==> config.mk <==
export PLATFORM = sky130hd
export DESIGN_NAME = drcl_top
export DESIGN_NICKNAME = d
export VERILOG_FILES = /design/src/rtl/drcl_pkg.sv /design/src/rtl/drcl_ramp_scale.sv /design/src/rtl/drcl_top.sv
export SDC_FILE = /design/constraint.sdc
export NUM_CORES = 1
export LEC_CHECK = 0
export ABC_AREA = 1
export BUFFER_PORTS_ARGS = -buffer_cell sky130_fd_sc_hd__buf_2
export CORE_MARGIN = 8
export CORE_UTILIZATION = 54
export DETAILED_ROUTE_END_ITERATION = 16
export PLACE_DENSITY = 0.73
export SLEW_MARGIN = 15
export SYNTH_ARGS = -nofsm -noshare
export SYNTH_HDL_FRONTEND = slang
export SYNTH_HIERARCHICAL = 1
export SYNTH_SLANG_ARGS = --single-unit
==> constraint.sdc <==
create_clock -name clk_sys_i -period 9.82 [get_ports clk_sys_i]
set_input_delay 1.473 -clock clk_sys_i [delete_from_list [all_inputs] [get_ports clk_sys_i]]
set_output_delay 1.473 -clock clk_sys_i [all_outputs]
set_load 0.02 [all_outputs]
==> src/rtl/drcl_pkg.sv <==
/*
  Shared constants of the drive relay condition logic: register offsets,
  field positions, reset values, relay modes and frequency scaling.
  Assumes frequencies arrive as counts of limit frequency / 10000.
*/
package drcl_pkg;
  // frequency counts: full scale is the selected limit frequency
  localparam int FREQ_W = 16;
  localparam logic [15:0] FREQ_FULL = 16'd10000;
  localparam int AT_DIV = 120;
  localparam int FB_DIV = 12;
  localparam int REL_DIV = 24;
  localparam int APPLY_DIV = 40;
  localparam logic [15:0] ON_TARGET_DEF = 16'(int'(FREQ_FULL) / AT_DIV);
  localparam logic [15:0] STANDSTILL_DEF = 16'(int'(FREQ_FULL) / AT_DIV);
  localparam logic [15:0] MEAS_RATE_DEF = 16'(int'(FREQ_FULL) / FB_DIV);
  localparam logic [15:0] REL_FREQ_DEF = 16'(int'(FREQ_FULL) / REL_DIV);
  localparam logic [15:0] APPLY_FREQ_DEF = 16'(int'(FREQ_FULL) / APPLY_DIV);
  localparam logic [15:0] INIT_SP_DEF = 16'h0000;
  localparam logic [15:0] MIN_SPD_DEF = 16'h0000;
  localparam logic [15:0] MAX_SPD_DEF = FREQ_FULL;
  // load in whole percent
  localparam logic [7:0] LOAD_MAX = 8'd150;
  localparam logic [7:0] LOAD_TRIP_DEF = 8'd50;
  localparam logic [7:0] REL_LOAD_DEF = 8'd50;
  // ramp output code, full code is +10V
  localparam int DAC_W = 12;
  localparam logic [11:0] DAC_FULL = 12'hfff;
  // register byte addresses
  localparam int ADDR_W = 8;
  localparam logic [7:0] A_CTRL = 8'h00;
  localparam logic [7:0] A_BOOT = 8'h04;
  localparam logic [7:0] A_MODE = 8'h08;
  localparam logic [7:0] A_ON_TARGET = 8'h0c;
  localparam logic [7:0] A_STANDSTILL = 8'h10;
  localparam logic [7:0] A_LOAD_TRIP = 8'h14;
  localparam logic [7:0] A_MEAS_RATE = 8'h18;
  localparam logic [7:0] A_REL_FREQ = 8'h1c;
  localparam logic [7:0] A_REL_LOAD = 8'h20;
  localparam logic [7:0] A_APPLY_FREQ = 8'h24;
  localparam logic [7:0] A_INIT_SP = 8'h28;
  localparam logic [7:0] A_MIN_SPD = 8'h2c;
  localparam logic [7:0] A_MAX_SPD = 8'h30;
  localparam logic [7:0] A_STATUS = 8'h34;
  localparam logic [7:0] A_PANEL = 8'h38;
  // control register fields
  localparam int C_PANEL = 0;
  localparam int C_DIR = 1;
  localparam int C_AUTO = 2;
  localparam int C_RUN = 3;
  localparam int C_LIM_LO = 4;
  localparam int C_SCL_LO = 6;
  localparam int CTRL_W = 8;
  localparam logic [7:0] CTRL_DEF = 8'h00;
  localparam int M2_LO = 4;
  localparam int PANEL_DIR = 16;
  typedef enum logic [2:0] {
    MODE_OFF, MODE_AT_SPEED, MODE_ZERO, MODE_LOAD, MODE_FB, MODE_BRAKE
  } drcl_mode_t;
  typedef enum logic [1:0] {LIM_120, LIM_240, LIM_480} drcl_lim_t;
  typedef enum logic [1:0] {
    SCALE_SPAN_LOW_HIGH, SCALE_ZERO_TO_TOP, SCALE_ZERO_TO_HIGH
  } drcl_scale_t;
endpackage : drcl_pkg

==> src/rtl/drcl_ramp_scale.sv <==
/*
  Ramp output scaler: maps a frequency between lo and hi onto the full
  output code by a serial restoring divide. Assumes lo <= hi; a zero span
  gives code zero. The code refreshes once per conversion.
*/
`timescale 1ns/100ps
module drcl_ramp_scale
  import drcl_pkg::*;
(
  input wire logic clk_sys_i,
  input wire logic nrst_i,
  input wire logic [FREQ_W-1:0] val_i,
  input wire logic [FREQ_W-1:0] lo_i,
  input wire logic [FREQ_W-1:0] hi_i,
  output logic [DAC_W-1:0] code_o
);
  import drcl_pkg::*;
  localparam int NUM_W = FREQ_W + DAC_W;
  typedef enum logic {IDLE, BUSY} drcl_div_t;
  drcl_div_t state;
  logic [NUM_W-1:0] quo;
  logic [FREQ_W:0] rem;
  logic [FREQ_W-1:0] den;
  logic [4:0] cnt;
  wire [FREQ_W-1:0] xc = (val_i < lo_i) ? lo_i :
                         (val_i > hi_i) ? hi_i : val_i;
  wire [FREQ_W-1:0] span = hi_i - lo_i;
  // widen both factors first, a 16-bit product would wrap
  wire [NUM_W-1:0] num = NUM_W'(xc - lo_i) * NUM_W'(DAC_FULL);
  wire [FREQ_W:0] rem_sh = {rem[FREQ_W-1:0], quo[NUM_W-1]};
  wire fits = rem_sh >= {1'b0, den};

  always_ff @(posedge clk_sys_i or negedge nrst_i) begin
    if (!nrst_i) begin
      state <= IDLE;
      quo <= '0;
      rem <= '0;
      den <= '0;
      cnt <= '0;
      code_o <= '0;
    end else begin
      unique case (state)
        IDLE: begin
          quo <= num;
          rem <= '0;
          den <= span;
          cnt <= 5'(NUM_W - 1);
          state <= BUSY;
        end
        BUSY: begin
          rem <= fits ? rem_sh - {1'b0, den} : rem_sh;
          quo <= {quo[NUM_W-2:0], fits};
          cnt <= cnt - 5'd1;
          if (cnt == 5'd0) begin
            state <= IDLE;
            // the quotient can not exceed full code once xc <= hi
            code_o <= (den == '0) ? '0 : DAC_W'({quo[NUM_W-2:0], fits});
          end
        end
      endcase
    end
  end
endmodule : drcl_ramp_scale

==> src/rtl/drcl_top.sv <==
/*
  Drive relay condition logic: two reconfigurable relays, ramp output
  scaling, limit frequency choice and operator panel power-up settings.
  Assumes drive-side inputs share clk_sys_i; the terminal run pin is
  asynchronous. Frequencies are counts of limit frequency / 10000.
*/
// Strobed register access and the address map were left to the implementer.
`timescale 1ns/100ps
module drcl_top
  import drcl_pkg::*;
(
  input wire logic clk_sys_i,
  input wire logic nrst_i,
  input wire logic [drcl_pkg::ADDR_W-1:0] addr_i,
  input wire logic [31:0] wdata_i,
  input wire logic wr_i,
  input wire logic rd_i,
  output logic [31:0] rdata_o,
  input wire logic [drcl_pkg::FREQ_W-1:0] out_freq_i,
  input wire logic [drcl_pkg::FREQ_W-1:0] meas_speed_i,
  input wire logic [7:0] load_i,
  input wire logic [drcl_pkg::FREQ_W-1:0] term_sp_i,
  input wire logic term_run_i,
  output logic relay_output_one_o,
  output logic relay_output_two_o,
  output logic run_o,
  output logic dir_rev_o,
  output logic panel_sel_o,
  output logic [drcl_pkg::FREQ_W-1:0] speed_demand_o,
  output logic [1:0] top_freq_choice_o,
  output logic [drcl_pkg::DAC_W-1:0] ramp_code_o
);
  import drcl_pkg::*;

  function automatic logic [15:0] clip_freq(input logic [31:0] v);
    clip_freq = (v > 32'(FREQ_FULL)) ? FREQ_FULL : v[15:0];
  endfunction : clip_freq

  function automatic logic [7:0] clip_load(input logic [31:0] v);
    clip_load = (v > 32'(LOAD_MAX)) ? LOAD_MAX : v[7:0];
  endfunction : clip_load

  function automatic logic [15:0] abs_diff(input logic [15:0] a,
                                           input logic [15:0] b);
    abs_diff = (a > b) ? a - b : b - a;
  endfunction : abs_diff

  // registers
  logic [CTRL_W-1:0] ctrl;
  drcl_mode_t mode_one, mode_two;
  logic [15:0] on_target_band, standstill_band, measured_rate_level;
  logic [15:0] brake_release_freq, brake_apply_freq, init_sp;
  logic [15:0] min_spd, max_spd, panel_sp;
  logic [7:0] load_trip_level, rel_load;
  logic dir_live, panel_q, booted;
  logic term_run_m, term_run_s;

  // decode
  wire wr_ctrl = wr_i && addr_i == A_CTRL;
  wire boot = wr_i && addr_i == A_BOOT;
  wire wr_panel = wr_i && addr_i == A_PANEL;
  wire panel = ctrl[C_PANEL];
  wire panel_rise = panel && !panel_q;
  wire load_panel = boot || panel_rise;
  wire [15:0] wfreq = clip_freq(wdata_i);
  wire [7:0] wload = clip_load(wdata_i);
  wire [1:0] wlim = (wdata_i[C_LIM_LO+:2] == 2'h3) ? 2'(LIM_120)
                                                  : wdata_i[C_LIM_LO+:2];
  wire [1:0] wscl = (wdata_i[C_SCL_LO+:2] == 2'h3) ? 2'(SCALE_SPAN_LOW_HIGH)
                                                  : wdata_i[C_SCL_LO+:2];
  wire auto_go = boot && panel && ctrl[C_AUTO];
  wire [CTRL_W-1:0] wctrl = {wscl, wlim, wdata_i[3:0]};

  // condition terms
  wire [15:0] at_dev = abs_diff(out_freq_i, speed_demand_o);
  wire at_speed = at_dev <= on_target_band;
  wire at_zero = out_freq_i <= standstill_band;
  wire load_reached_relay = load_i > load_trip_level;
  wire fb_high = meas_speed_i > measured_rate_level;
  wire brk_rel = out_freq_i > brake_release_freq && load_i > rel_load;
  wire brk_app = out_freq_i < brake_apply_freq;

  function automatic logic relay_next(input drcl_mode_t m,
                                      input logic cur);
    relay_next = 1'b0;
    unique case (m)
      MODE_OFF: relay_next = 1'b0;
      MODE_AT_SPEED: relay_next = at_speed;
      MODE_ZERO: relay_next = at_zero;
      MODE_LOAD: relay_next = load_reached_relay;
      MODE_FB: relay_next = fb_high;
      MODE_BRAKE: relay_next = brk_app ? 1'b0 : (brk_rel ? 1'b1 : cur);
      default: relay_next = 1'b0;
    endcase
  endfunction : relay_next

  wire next_relay_one = relay_next(mode_one, relay_output_one_o);
  wire next_relay_two = relay_next(mode_two, relay_output_two_o);
  wire next_run = panel ? ctrl[C_RUN] : term_run_s;
  wire [15:0] next_demand = clip_freq(32'(panel ? panel_sp : term_sp_i));

  // ramp range choice
  wire [15:0] ramp_lo = (ctrl[C_SCL_LO+:2] == 2'(SCALE_SPAN_LOW_HIGH))
                        ? min_spd : 16'h0000;
  wire [15:0] ramp_hi = (ctrl[C_SCL_LO+:2] == 2'(SCALE_ZERO_TO_TOP))
                        ? FREQ_FULL : max_spd;

  // read mux
  logic [31:0] next_rdata;
  always_comb begin
    next_rdata = 32'h0000_0000;
    unique case (addr_i)
      A_CTRL: next_rdata = 32'(ctrl);
      A_MODE: next_rdata = 32'({1'b0, mode_two, 1'b0, mode_one});
      A_ON_TARGET: next_rdata = 32'(on_target_band);
      A_STANDSTILL: next_rdata = 32'(standstill_band);
      A_LOAD_TRIP: next_rdata = 32'(load_trip_level);
      A_MEAS_RATE: next_rdata = 32'(measured_rate_level);
      A_REL_FREQ: next_rdata = 32'(brake_release_freq);
      A_REL_LOAD: next_rdata = 32'(rel_load);
      A_APPLY_FREQ: next_rdata = 32'(brake_apply_freq);
      A_INIT_SP: next_rdata = 32'(init_sp);
      A_MIN_SPD: next_rdata = 32'(min_spd);
      A_MAX_SPD: next_rdata = 32'(max_spd);
      A_STATUS: next_rdata = 32'({booted, panel_sel_o, dir_rev_o, run_o,
                                  relay_output_two_o, relay_output_one_o});
      A_PANEL: next_rdata = 32'({dir_live, panel_sp});
      default: next_rdata = 32'h0000_0000;
    endcase
  end

  // terminal run pin crosses in through two flops
  always_ff @(posedge clk_sys_i or negedge nrst_i) begin
    if (!nrst_i) begin
      term_run_m <= 1'b0;
      term_run_s <= 1'b0;
    end else begin
      term_run_m <= term_run_i;
      term_run_s <= term_run_m;
    end
  end

  // parameter registers, frequency and load writes clipped to their legal range
  always_ff @(posedge clk_sys_i or negedge nrst_i) begin
    if (!nrst_i) begin
      mode_one <= MODE_OFF;
      mode_two <= MODE_OFF;
      on_target_band <= ON_TARGET_DEF;
      standstill_band <= STANDSTILL_DEF;
      load_trip_level <= LOAD_TRIP_DEF;
      measured_rate_level <= MEAS_RATE_DEF;
      brake_release_freq <= REL_FREQ_DEF;
      rel_load <= REL_LOAD_DEF;
      brake_apply_freq <= APPLY_FREQ_DEF;
      init_sp <= INIT_SP_DEF;
      min_spd <= MIN_SPD_DEF;
      max_spd <= MAX_SPD_DEF;
    end else if (wr_i) begin
      unique case (addr_i)
        A_MODE: begin
          mode_one <= drcl_mode_t'(wdata_i[2:0]);
          mode_two <= drcl_mode_t'(wdata_i[M2_LO+:3]);
        end
        A_ON_TARGET: on_target_band <= wfreq;
        A_STANDSTILL: standstill_band <= wfreq;
        A_LOAD_TRIP: load_trip_level <= wload;
        A_MEAS_RATE: measured_rate_level <= wfreq;
        A_REL_FREQ: brake_release_freq <= wfreq;
        A_REL_LOAD: rel_load <= wload;
        A_APPLY_FREQ: brake_apply_freq <= wfreq;
        A_INIT_SP: init_sp <= wfreq;
        A_MIN_SPD: min_spd <= wfreq;
        A_MAX_SPD: max_spd <= wfreq;
        default: ;
      endcase
    end
  end

  // control, panel state; load events win over a panel write
  always_ff @(posedge clk_sys_i or negedge nrst_i) begin
    if (!nrst_i) begin
      ctrl <= CTRL_DEF;
      panel_q <= 1'b0;
      booted <= 1'b0;
      panel_sp <= INIT_SP_DEF;
      dir_live <= 1'b0;
    end else begin
      panel_q <= panel;
      if (wr_ctrl) begin
        ctrl <= wctrl;
      end else if (auto_go) begin
        ctrl[C_RUN] <= 1'b1;
      end
      if (boot) begin
        booted <= 1'b1;
      end
      if (load_panel) begin
        panel_sp <= init_sp;
        dir_live <= ctrl[C_DIR];
      end else if (wr_panel) begin
        panel_sp <= wfreq;
        dir_live <= wdata_i[PANEL_DIR];
      end
    end
  end

  // outputs
  always_ff @(posedge clk_sys_i or negedge nrst_i) begin
    if (!nrst_i) begin
      relay_output_one_o <= 1'b0;
      relay_output_two_o <= 1'b0;
      run_o <= 1'b0;
      dir_rev_o <= 1'b0;
      panel_sel_o <= 1'b0;
      speed_demand_o <= '0;
      top_freq_choice_o <= 2'(LIM_120);
      rdata_o <= 32'h0000_0000;
    end else begin
      relay_output_one_o <= next_relay_one;
      relay_output_two_o <= next_relay_two;
      run_o <= next_run;
      dir_rev_o <= dir_live;
      panel_sel_o <= panel;
      speed_demand_o <= next_demand;
      top_freq_choice_o <= ctrl[C_LIM_LO+:2];
      rdata_o <= rd_i ? next_rdata : 32'h0000_0000;
    end
  end

  drcl_ramp_scale u_ramp (
    .clk_sys_i(clk_sys_i),
    .nrst_i(nrst_i),
    .val_i(out_freq_i),
    .lo_i(ramp_lo),
    .hi_i(ramp_hi),
    .code_o(ramp_code_o)
  );

  at_speed_a: assert property (
    @(posedge clk_sys_i) disable iff (!nrst_i)
    mode_one == MODE_AT_SPEED && at_dev <= on_target_band
    |=> relay_output_one_o)
    else $error("at-speed relay not closed inside band");

  zero_band_a: assert property (
    @(posedge clk_sys_i) disable iff (!nrst_i)
    mode_two == MODE_ZERO && out_freq_i > standstill_band
    |=> !relay_output_two_o)
    else $error("zero-speed relay closed outside band");

  load_trip_a: assert property (
    @(posedge clk_sys_i) disable iff (!nrst_i)
    mode_one == MODE_LOAD |=> relay_output_one_o ==
      ($past(load_i) > $past(load_trip_level)))
    else $error("load relay disagrees with trip level");

  fb_close_a: assert property (
    @(posedge clk_sys_i) disable iff (!nrst_i)
    mode_two == MODE_FB && meas_speed_i > measured_rate_level
    |=> relay_output_two_o)
    else $error("feedback relay not closed above level");

  fb_open_a: assert property (
    @(posedge clk_sys_i) disable iff (!nrst_i)
    mode_two == MODE_FB && meas_speed_i <= measured_rate_level
    |=> !relay_output_two_o)
    else $error("feedback relay not open at or below level");

  brake_hold_a: assert property (
    @(posedge clk_sys_i) disable iff (!nrst_i)
    mode_one == MODE_BRAKE && !relay_output_one_o &&
    !(out_freq_i > brake_release_freq && load_i > rel_load)
    |=> !relay_output_one_o)
    else $error("brake released without both conditions");

  brake_apply_a: assert property (
    @(posedge clk_sys_i) disable iff (!nrst_i)
    mode_one == MODE_BRAKE && out_freq_i < brake_apply_freq
    |=> !relay_output_one_o)
    else $error("brake not applied below apply frequency");

  demand_limit_a: assert property (
    @(posedge clk_sys_i) disable iff (!nrst_i)
    speed_demand_o <= FREQ_FULL)
    else $error("speed demand above limit frequency");

  boot_load_a: assert property (
    @(posedge clk_sys_i) disable iff (!nrst_i)
    boot |=> ##1 speed_demand_o == $past(init_sp, 2) || !panel_sel_o)
    else $error("panel setpoint not loaded at power-up");

  auto_start_a: assert property (
    @(posedge clk_sys_i) disable iff (!nrst_i)
    boot && !panel && !wr_ctrl |=> ##1 run_o == $past(term_run_s))
    else $error("auto start acted under terminal control");

  brake_release_a: assert property (
    @(posedge clk_sys_i) disable iff (!nrst_i)
    mode_one == MODE_BRAKE && out_freq_i >= brake_apply_freq &&
    out_freq_i > brake_release_freq && load_i > rel_load
    |=> relay_output_one_o)
    else $error("brake not released with both conditions");

  auto_run_a: assert property (
    @(posedge clk_sys_i) disable iff (!nrst_i)
    boot && panel && ctrl[C_AUTO] && !wr_ctrl |=> ##1 run_o)
    else $error("auto start did not run the drive");

  dir_load_a: assert property (
    @(posedge clk_sys_i) disable iff (!nrst_i)
    load_panel |=> ##1 dir_rev_o == $past(ctrl[C_DIR], 2))
    else $error("stored direction not loaded");

  term_source_a: assert property (
    @(posedge clk_sys_i) disable iff (!nrst_i)
    !panel |=> run_o == $past(term_run_s))
    else $error("run not taken from terminals");
endmodule : drcl_top

==> results.sh, run 1 <==
export IMPL_synth_seq_cells=296
export IMPL_track_usage_pct=29.37
export IMPL_holdPathStages=0
export IMPL_path_buf_inv=8
export IMPL_cp_max_fo=32
export IMPL_clkTransAtPathRegs_ns=0.06
export IMPL_area_growth_pct=10.57
export IMPL_r2r_start="ctrl[6]"
export IMPL_ios=168
export IMPL_maxCapViolations=0
export IMPL_wl_mm=82.64
export IMPL_grt_pass1_wl_mm=130.2
export IMPL_cts_root_buffer="clkbuf_16"
export IMPL_arrival_ns=9.53
export IMPL_holdPathEnd="term_run_s"
export IMPL_synth_edf_count=0
export IMPL_synth_top_flop_cell="dfrtp_1"
export IMPL_layout_common_cells="756 x nand2_1, 637 x inv_1, 282 x ha_1, 270 x o21ai_0, 263 x dfrtp_1"
export IMPL_finalCritPeriodShare_pct=92.62
export IMPL_use_met3_pct=5.433
export IMPL_grt_max_degree=111
export IMPL_max_stage_delay_ns=0.53
export IMPL_grt_pass1_vias=23590
export IMPL_hold_viol_final=0
export IMPL_gr_usage_met1_pct=37.51
export IMPL_clockBufferDepth=3
export IMPL_path_class="reg2reg"
export IMPL_setup_tns_ns=0
export IMPL_synth_area_um2=26160
export IMPL_multi_input_area_um2=15890
export IMPL_die_area_um2=55740
export IMPL_ys_types=65
export IMPL_die_w_um=236.1
export IMPL_hold_slack_ns=0.3477
export IMPL_synth_area_per_cell_um2=7.485
export IMPL_slew_viol_final=0
export IMPL_initial_utilization_pct=54.79
export IMPL_cpMaxStageDelayCell="fa_1"
export IMPL_clock_fmax_mhz=110.0
export IMPL_worst_ep_required_time_ns=10.26
export IMPL_timing_rr_end="u_ramp/quo[23]"
export IMPL_cts_tree="built"
export IMPL_ff2ff_path_depth=42
export IMPL_postCtsSetupBuffers=0
export IMPL_placed_cell_area_um2=27690
export IMPL_nets=4147
export IMPL_hold_path_startpoint="term_run_m"
export IMPL_dpl_hpwl_mm=66.74
export IMPL_crit_path_end_kind="flip-flop"
export IMPL_wire_per_inst_um=19.21
export IMPL_start_kind="flip-flop"
export IMPL_cts_made_buffers=35
export IMPL_final_common_cell="nand2_1"
export IMPL_core_area_um2=47750
export IMPL_rsz0062_at_grt="false"
export IMPL_regArea_um2=7448
export IMPL_synth_warning_count=6
export IMPL_worstHoldPathType="reg2reg"
export IMPL_yosysTopAreaCell="dfrtp_1"
export IMPL_synth_cells=3495
export IMPL_synthDominantCellAreaShare_pct=25.25
export IMPL_grt_antenna_before_repair=3
export IMPL_layout_drive_gt1_share_pct=11.31
export IMPL_outcome="finished, final reports clean"
export IMPL_route_vias_total=23850
export IMPL_finalSetupViolations=0
export IMPL_grt_overflow_total=0
export IMPL_drtPass1Iterations=7
export IMPL_antenna_left=0
export IMPL_busiest_layer="met2"
export IMPL_crit_family="adder cells"
export IMPL_clkLatencyLatePin_ns=0.56
export IMPL_drc=0
export IMPL_relSlewSlack_pct=29.77
export IMPL_die_height_um=236.1
export IMPL_synthTopCellsByArea="dfrtp_1 25%, ha_1 13%, nand2_1 11%, inv_1 9.2%, fa_1 8.0%"
export IMPL_via_per_inst=5.545
export IMPL_fill_cells=4407
export IMPL_clock_skew_ns=0.02474
export IMPL_portBuffers=152
export IMPL_async_reset_ff_share_pct=100.0
export IMPL_final_area_um2=28930
export IMPL_dr_first_iter_drc_count=2145
export IMPL_clock_sinks=296
export IMPL_ff2ff_setup_slack_ns=0.73
export IMPL_use_met2_pct=48.57
export IMPL_worstMarginPinSlew_ns=1.042
export IMPL_min_period_ns=9.095
export IMPL_cts_htree_levels=2
export IMPL_place_congestion=0.9923
export IMPL_seq_area_frac_synth_pct=28.47
export IMPL_rows=80
==> registers in the layout (all words and copies together), names as in the netlist, 16 cells and up <==
register and cells:
init_sp 16, brake_apply_freq 16, panel_sp 16, u_ramp/den 16, standstill_band 16, on_target_band 16
u_ramp/quo 28, rdata_o 17, u_ramp/rem 16, min_spd 16, measured_rate_level 16, speed_demand_o 16
brake_release_freq 16, max_spd 16
==> cell type report <==
| cell class | instances | share of cell area (%) |
|---|---|---|
| clock inverters | 21 | 0.9213 |
| diodes | 1 | 0.008651 |
| inverters | 668 | 8.677 |
| multi-input cells | 2467 | 54.95 |
| clock buffers | 42 | 3.292 |
| flip-flops and latches | 296 | 25.75 |
| repair buffers | 192 | 3.746 |
| well taps | 615 | 2.660 |
==> worst max path at each step <==
stage                        from        endpoint  slack, ns  cells past startpoint
global placement    out_freq_i[0]  u_ramp/quo[23]       0.28                     43
floorplan           out_freq_i[1]  u_ramp/quo[23]       1.07                     42
finish                    ctrl[6]  u_ramp/quo[23]       0.73                     42
CTS                       ctrl[6]  u_ramp/quo[23]       0.40                     45
global route              ctrl[6]  u_ramp/quo[23]       0.02                     48
detailed placement  out_freq_i[0]  u_ramp/quo[23]       0.14                     43
==> per-layer routing <==
layer / share of wire (%) / vias to the layer above
li1: - / 11550
met1: 42 / 11160
met2: 46 / 959
met3: 7.8 / 184
met4: 4.8 / 0
met5: 0 / -
==> kinds of logic (layout without fill, tap and decap cells) <==
| group | count (synthesis) | after routing | synth area share, % |
|---|---|---|---|
| AO/OA/AOI/OAI | 677 | 677 | 14.49 |
| XOR/XNOR | 78 | 78 | 2.913 |
| adder cells (fa/ha/maj) | 386 | 386 | 21.45 |
| buffers and inverters | 748 | 923 | 11.11 |
| flip-flops | 296 | 296 | 28.47 |
| multiplexers | 2 | 2 | 0.07653 |
| other | 1 | 18 | 0.01433 |
| AND/OR/NAND/NOR | 1307 | 1307 | 21.48 |
==> cells in the mapped netlist (16+ instances only) <==
library cell / count
nand2_1: 757
inv_1: 638
ha_1: 282
o21ai_0: 273
dfrtp_1: 264
nor2_1: 216
a21oi_1: 191
nand3_1: 173
fa_1: 104
o22ai_1: 59
xor2_1: 54
nor3_1: 42
dfstp_2: 32
o21bai_1: 32
clkbuf_1: 31
o21ai_1: 30
buf_2: 28
inv_2: 28
a31oi_1: 26
nand2_2: 25
nand4_1: 24
buf_4: 16
==> stage by stage <==
stage          worst slack [ns]  utilization [%]  std cells
4_1_cts                  0.4039            60.54       4301
3_5_place_dp             0.1353            57.98       4238
6_report                 0.7250            60.58       4302
5_1_grt                 0.01851            60.58       4301
2_1_floorplan             1.068                -       3511
3_3_place_gp             0.2804            57.98       4238
==> timing repair <==
item / CTS / global route
hold buffers: 0 / 0
endpoints found under the hold margin: 0 / 0
endpoints found under the setup margin: 0 / 11
resized for setup: 0 / 11
Power of run 1 is left out: the tool's default activity adds up to more than one toggle a clock period on the data nets, which glitch-free logic cannot reach.
==> run 2, diff against run 1 <==
--- a/config.mk
+++ b/config.mk
@@ -8,9 +8,9 @@
 export ABC_AREA = 1
 export BUFFER_PORTS_ARGS = -buffer_cell sky130_fd_sc_hd__buf_2
 export CORE_MARGIN = 8
-export CORE_UTILIZATION = 54
+export CORE_UTILIZATION = 25
 export DETAILED_ROUTE_END_ITERATION = 16
-export PLACE_DENSITY = 0.73
+export PLACE_DENSITY = 0.41
 export SLEW_MARGIN = 15
 export SYNTH_ARGS = -nofsm -noshare
 export SYNTH_HDL_FRONTEND = slang
==> results.sh, run 2 (synthesis results as in run 1) <==
export IMPL_clock_fmax_mhz=109.9
export IMPL_arrival_ns=9.59
export IMPL_worst_ep_required_time_ns=10.31
export IMPL_dpl_hpwl_mm=79.17
export IMPL_cts_root_buffer="clkbuf_16"
export IMPL_layout_common_cells="757 x nand2_1, 638 x inv_1, 282 x ha_1, 271 x o21ai_0, 263 x dfrtp_1"
export IMPL_core_area_um2=103600
export IMPL_die_height_um=339.5
export IMPL_wire_per_inst_um=19.04
export IMPL_outcome="finished, final reports clean"
export IMPL_cts_made_buffers=39
export IMPL_ff2ff_path_depth=49
export IMPL_cts_hold_buf=0
export IMPL_cp_num_cells=49
export IMPL_layout_drive_gt1_share_pct=12.01
export IMPL_grt_max_degree=157
export IMPL_rows=118
export IMPL_worstMarginPinSlew_ns=1.018
export IMPL_antenna_left=0
export IMPL_cp_max_fo=13
export IMPL_slew_viol_final=0
export IMPL_place_congestion=0.8750
export IMPL_max_stage_delay_ns=0.52
export IMPL_clock_sinks=296
export IMPL_largest_reg_flops=28
export IMPL_clockBufferDepth=3
export IMPL_clkTransAtPathRegs_ns=0.06
export IMPL_dr_first_iter_drc_count=1570
export IMPL_pre_cts_ws_ns=0.2523
export IMPL_cpMaxStageDelayCell="fa_1"
export IMPL_rsz0062_at_grt="false"
export IMPL_path_class="reg2reg"
export IMPL_grt_antenna_before_repair=5
export IMPL_cts_tree="built"
export IMPL_finalCritPeriodShare_pct=92.67
export IMPL_timing_final_ws_setup_ns=0.7197
export IMPL_clock_skew_ns=0.02922
export IMPL_track_usage_pct=16.54
export IMPL_finalSetupViolations=0
export IMPL_final_area_um2=30220
export IMPL_cts_htree_levels=2
export IMPL_crit_family="adder cells"
export IMPL_die_area_um2=115200
export IMPL_path_buf_inv=11
export IMPL_relSlewSlack_pct=32.13
export IMPL_ios=168
export IMPL_holdPathStages=0
export IMPL_hold_viol_final=0
export IMPL_final_common_cell="nand2_1"
export IMPL_portBuffers=152
export IMPL_area_growth_pct=15.53
export IMPL_largest_register="u_ramp/quo"
export IMPL_crit_path_end_kind="flip-flop"
export IMPL_wl_mm=97.31
export IMPL_initial_utilization_pct=25.24
export IMPL_die_w_um=339.5
export IMPL_grt_overflow_total=0
export IMPL_start_kind="flip-flop"
export IMPL_placed_cell_area_um2=28900
export IMPL_worstHoldPathType="reg2reg"
export IMPL_route_vias_total=23300
export IMPL_drtPass1Iterations=5
export IMPL_nets=4185
export IMPL_min_period_ns=9.100
export IMPL_drc=0
export IMPL_maxCapViolations=0
export IMPL_reg_top3="u_ramp/quo x28, rdata_o x17"
export IMPL_worst_path_most_repeated_cell="inv_1"
export IMPL_setup_tns_ns=0
export IMPL_clkLatencyLatePin_ns=0.63
export IMPL_via_per_inst=4.560
export IMPL_grt_pass1_wl_mm=149.0
export IMPL_grt_pass1_vias=23920
[run 2: path summary, 6_finish.rpt]
path / end / slack, ns / from
min in group asynchronous: u_ramp/cnt[0] / 0.87 / nrst_i
setup reg to reg: u_ramp/quo[22] / 0.72 / ctrl[6]
max in group asynchronous: rdata_o[10] / 7.46 / nrst_i
setup / recovery: u_ramp/quo[22] / 0.72 / ctrl[6]
hold reg to reg: term_run_s / 0.37 / term_run_m
hold / removal: term_run_s / 0.37 / term_run_m
[run 2: metrics by stage]
| stage | hold slack, ns | utilization (%) | cells |
|---|---|---|---|
| after floorplan | 0.3312 | - | 3511 |
| after global placement | 0.3496 | 27.88 | 5037 |
| after detailed placement | 0.3570 | 27.88 | 5037 |
| after CTS | 0.3693 | 29.15 | 5109 |
| after global routing | 0.3867 | 29.16 | 5109 |
| final | 0.3735 | 29.16 | 5110 |
[run 2: layout make-up]
type	instances	area (µm²)
fillers	11480	73420
multi-input cells	2467	15880
flip-flops and latches	296	7448
inverters	668	2510
well taps	1380	1727
repair buffers	226	1339
clock buffers	57	1134
clock inverters	15	183.9
diodes	1	2.502
[run 2: timing repair]
item / CTS / global route
setup endpoints to repair: 0 / 2
setup buffers: 0 / 0
gates resized for setup: 0 / 4
[run 2: per-layer routing]
layer  vias up  global-route usage [%]  routed length (µm)
li1      11620                       -                   -
met3        97                   2.502                4153
met1     11120                   22.28               45900
met5         -                       0                  51
met4         8                   3.520                1877
met2       456                   27.98               45320
Power of run 2 is left out for the same reason.
==> run 3, diff against run 2 <==
--- a/config.mk
+++ b/config.mk
@@ -5,12 +5,13 @@
 export SDC_FILE = /design/constraint.sdc
 export NUM_CORES = 1
 export LEC_CHECK = 0
-export ABC_AREA = 1
 export BUFFER_PORTS_ARGS = -buffer_cell sky130_fd_sc_hd__buf_2
+export CAP_MARGIN = 0
 export CORE_MARGIN = 8
 export CORE_UTILIZATION = 25
 export DETAILED_ROUTE_END_ITERATION = 16
 export PLACE_DENSITY = 0.41
+export SKIP_LAST_GASP = 1
 export SLEW_MARGIN = 15
 export SYNTH_ARGS = -nofsm -noshare
 export SYNTH_HDL_FRONTEND = slang
==> results.sh, run 3 <==
export IMPL_drc=0
export IMPL_synth_area_um2=24820
export IMPL_finalSetupViolations=0
export IMPL_layout_common_cells="364 x inv_1, 287 x nand2_1, 268 x ha_1, 263 x dfrtp_1, 263 x buf_4"
export IMPL_nets=3621
export IMPL_clock_fmax_mhz=103.2
export IMPL_layout_drive_gt1_share_pct=20.99
export IMPL_die_height_um=331.1
export IMPL_portBuffers=152
export IMPL_final_area_um2=30860
export IMPL_track_usage_pct=16.36
export IMPL_placed_cell_area_um2=28950
export IMPL_rsz0062_at_grt="true"
export IMPL_largest_register="u_ramp/quo"
export IMPL_min_period_ns=9.694
export IMPL_die_area_um2=109600
export IMPL_antennaDiodeCount=0
export IMPL_ios=168
export IMPL_synthDominantCellAreaShare_pct=26.62
export IMPL_cpMaxStageDelayCell="fa_1"
export IMPL_timing_rr_end="u_ramp/quo[27]"
export IMPL_clkTransAtPathRegs_ns=0.06
export IMPL_clockBufferDepth=3
export IMPL_dr_first_iter_drc_count=1345
export IMPL_ff2ff_path_depth=45
export IMPL_path_class="in2reg"
export IMPL_synth_seq_cells=296
export IMPL_rows=115
export IMPL_outcome="finished, final reports clean"
export IMPL_ys_types=89
export IMPL_holdPathEnd="term_run_s"
export IMPL_area_growth_pct=24.34
export IMPL_clkLatencyLatePin_ns=0.60
export IMPL_grt_max_degree=116
export IMPL_synth_most_common_cell="inv_1"
export IMPL_route_vias_total=20940
export IMPL_clock_sinks=296
export IMPL_synth_warning_count=6
export IMPL_cts_htree_levels=2
export IMPL_cts_tree="built"
export IMPL_hold_slack_ns=0.3394
export IMPL_max_stage_delay_ns=0.56
export IMPL_async_reset_ff_share_pct=100.0
export IMPL_drtPass1Iterations=8
export IMPL_clock_skew_ns=0.03444
export IMPL_yosysTopAreaCell="dfrtp_1"
export IMPL_fill_cells=10500
export IMPL_dpl_hpwl_mm=72.30
export IMPL_largest_reg_flops=28
export IMPL_synth_top_flop_cell="dfrtp_1"
export IMPL_ff2ff_setup_slack_ns=0.16
export IMPL_synth_common_cells="379 x inv_1, 288 x nand2_1, 282 x ha_1"
export IMPL_start_kind="primary input"
export IMPL_grt_overflow_total=0
export IMPL_synth_area_per_cell_um2=8.998
export IMPL_seq_area_frac_synth_pct=30.01
export IMPL_place_congestion=0.8446
export IMPL_maxCapViolations=0
export IMPL_worst_path_most_repeated_cell="a21o_1"
export IMPL_initial_utilization_pct=25.22
export IMPL_hold_viol_final=0
export IMPL_reg_top3="u_ramp/quo x28, rdata_o x17"
export IMPL_relSlewSlack_pct=22.16
export IMPL_grt_pass1_vias=21280
export IMPL_synth_cells=2758
export IMPL_via_per_inst=4.706
export IMPL_worstHoldPathType="reg2reg"
export IMPL_wl_mm=90.46
export IMPL_cts_root_buffer="clkbuf_16"
export IMPL_finalCritPeriodShare_pct=98.72
export IMPL_worstMarginPinSlew_ns=1.164
export IMPL_cp_max_fo=4
export IMPL_antenna_left=0
export IMPL_holdPathStages=0
export IMPL_grt_pass1_wl_mm=136.5
export IMPL_wire_per_inst_um=20.33
export IMPL_slew_viol_final=0
export IMPL_arrival_ns=10.15
export IMPL_cts_made_buffers=39
export IMPL_die_w_um=331.1
export IMPL_setup_tns_ns=0
export IMPL_synthTopCellsByArea="dfrtp_1 27%, ha_1 14%, fa_1 8.4%, inv_1 5.7%, o21ai_0 4.5%"
export IMPL_worst_ep_required_time_ns=10.28
export IMPL_crit_path_end_kind="flip-flop"
export IMPL_grt_antenna_before_repair=3
export IMPL_hold_path_startpoint="term_run_m"
export IMPL_core_area_um2=98420
export IMPL_final_common_cell="inv_1"
export IMPL_r2r_start="ctrl[7]"
export IMPL_synth_edf_count=0
## run 3: cell types whose count changed in the layout (fill, tap and decap cells not counted), sizes merged, moves of 70 or more
| cell | before | now |
|---|---|---|
| buf | 226 | 420 |
| o21ai | 304 | 234 |
| nand3 | 177 | 44 |
| nor2 | 233 | 119 |
| nand2 | 787 | 288 |
| mux2i | 2 | 79 |
| inv | 669 | 381 |
## run 3: logic make-up (layout without fill, tap and decap cells)
kind of cell | after synthesis | after routing | share of synthesized area (%)
AO/OA/AOI/OAI | 682 | 682 | 17.91
adder cells (fa/ha/maj) | 386 | 386 | 22.61
AND/OR/NAND/NOR | 700 | 700 | 13.62
buffers and inverters | 482 | 871 | 7.673
flip-flops | 296 | 296 | 30.01
XOR/XNOR | 106 | 106 | 3.801
multiplexers | 105 | 105 | 4.366
other | 1 | 17 | 0.01511
## run 3: through the flow
step	setup WS, ns	cells	utilization, %
floorplan	0.006782	2774	-
global placement	-0.5364	4368	29.42
detailed placement	-0.6415	4368	29.42
CTS	0.007722	4438	30.87
global route	-0.1943	4450	31.35
finish	0.1260	4450	31.35
## run 3: worst max-delay path, delay by kind of cell
| kind | cells | cell delay [ns] |
|---|---|---|
| AO/OA/AOI/OAI | 14 | 3.10 |
| adder cells (fa/ha/maj) | 8 | 2.87 |
| buffers and inverters | 9 | 0.75 |
| AND/OR/NAND/NOR | 6 | 0.73 |
| XOR/XNOR | 4 | 0.60 |
| multiplexers | 2 | 0.60 |
## run 3: layer usage
metal  up-vias  wire [µm]  track usage [%]
met3        83       3443            1.928
met2       405      42800            27.50
met4         0       1857            3.538
li1      10280          -                -
met1     10170      42360            22.50
met5         -          0                0
## run 3: worst max path at each step
stage,from,cells after the start,to,slack [ns]
6_report,out_freq_i[2],43,u_ramp/quo[27],0.13
5_1_grt,out_freq_i[2],41,u_ramp/quo[27],-0.19
4_1_cts,out_freq_i[2],40,u_ramp/quo[27],0.008
3_5_place_dp,out_freq_i[2],39,u_ramp/quo[27],-0.64
3_3_place_gp,out_freq_i[2],39,u_ramp/quo[27],-0.54
2_1_floorplan,out_freq_i[2],42,u_ramp/quo[27],0.007
## run 3: final cells by class
cell class | count | area, µm² | area share (%)
timing repair buffer | 420 | 2829 | 9.168
clock inverter | 18 | 306.5 | 0.9934
sequential | 296 | 7448 | 24.14
multi-input combinational | 1996 | 16140 | 52.29
tap | 1287 | 1610 | 5.219
clock buffer | 52 | 1095 | 3.548
inverter | 381 | 1431 | 4.639
## run 3: what timing repair did
item / in CTS / in global routing
setup endpoints to repair: 7 / 11
resized for setup: 8 / 72
pin swaps: 0 / 43
buffers inserted: 0 / 12
hold buffers: 0 / 0
Power of run 3 is left out for the same reason.
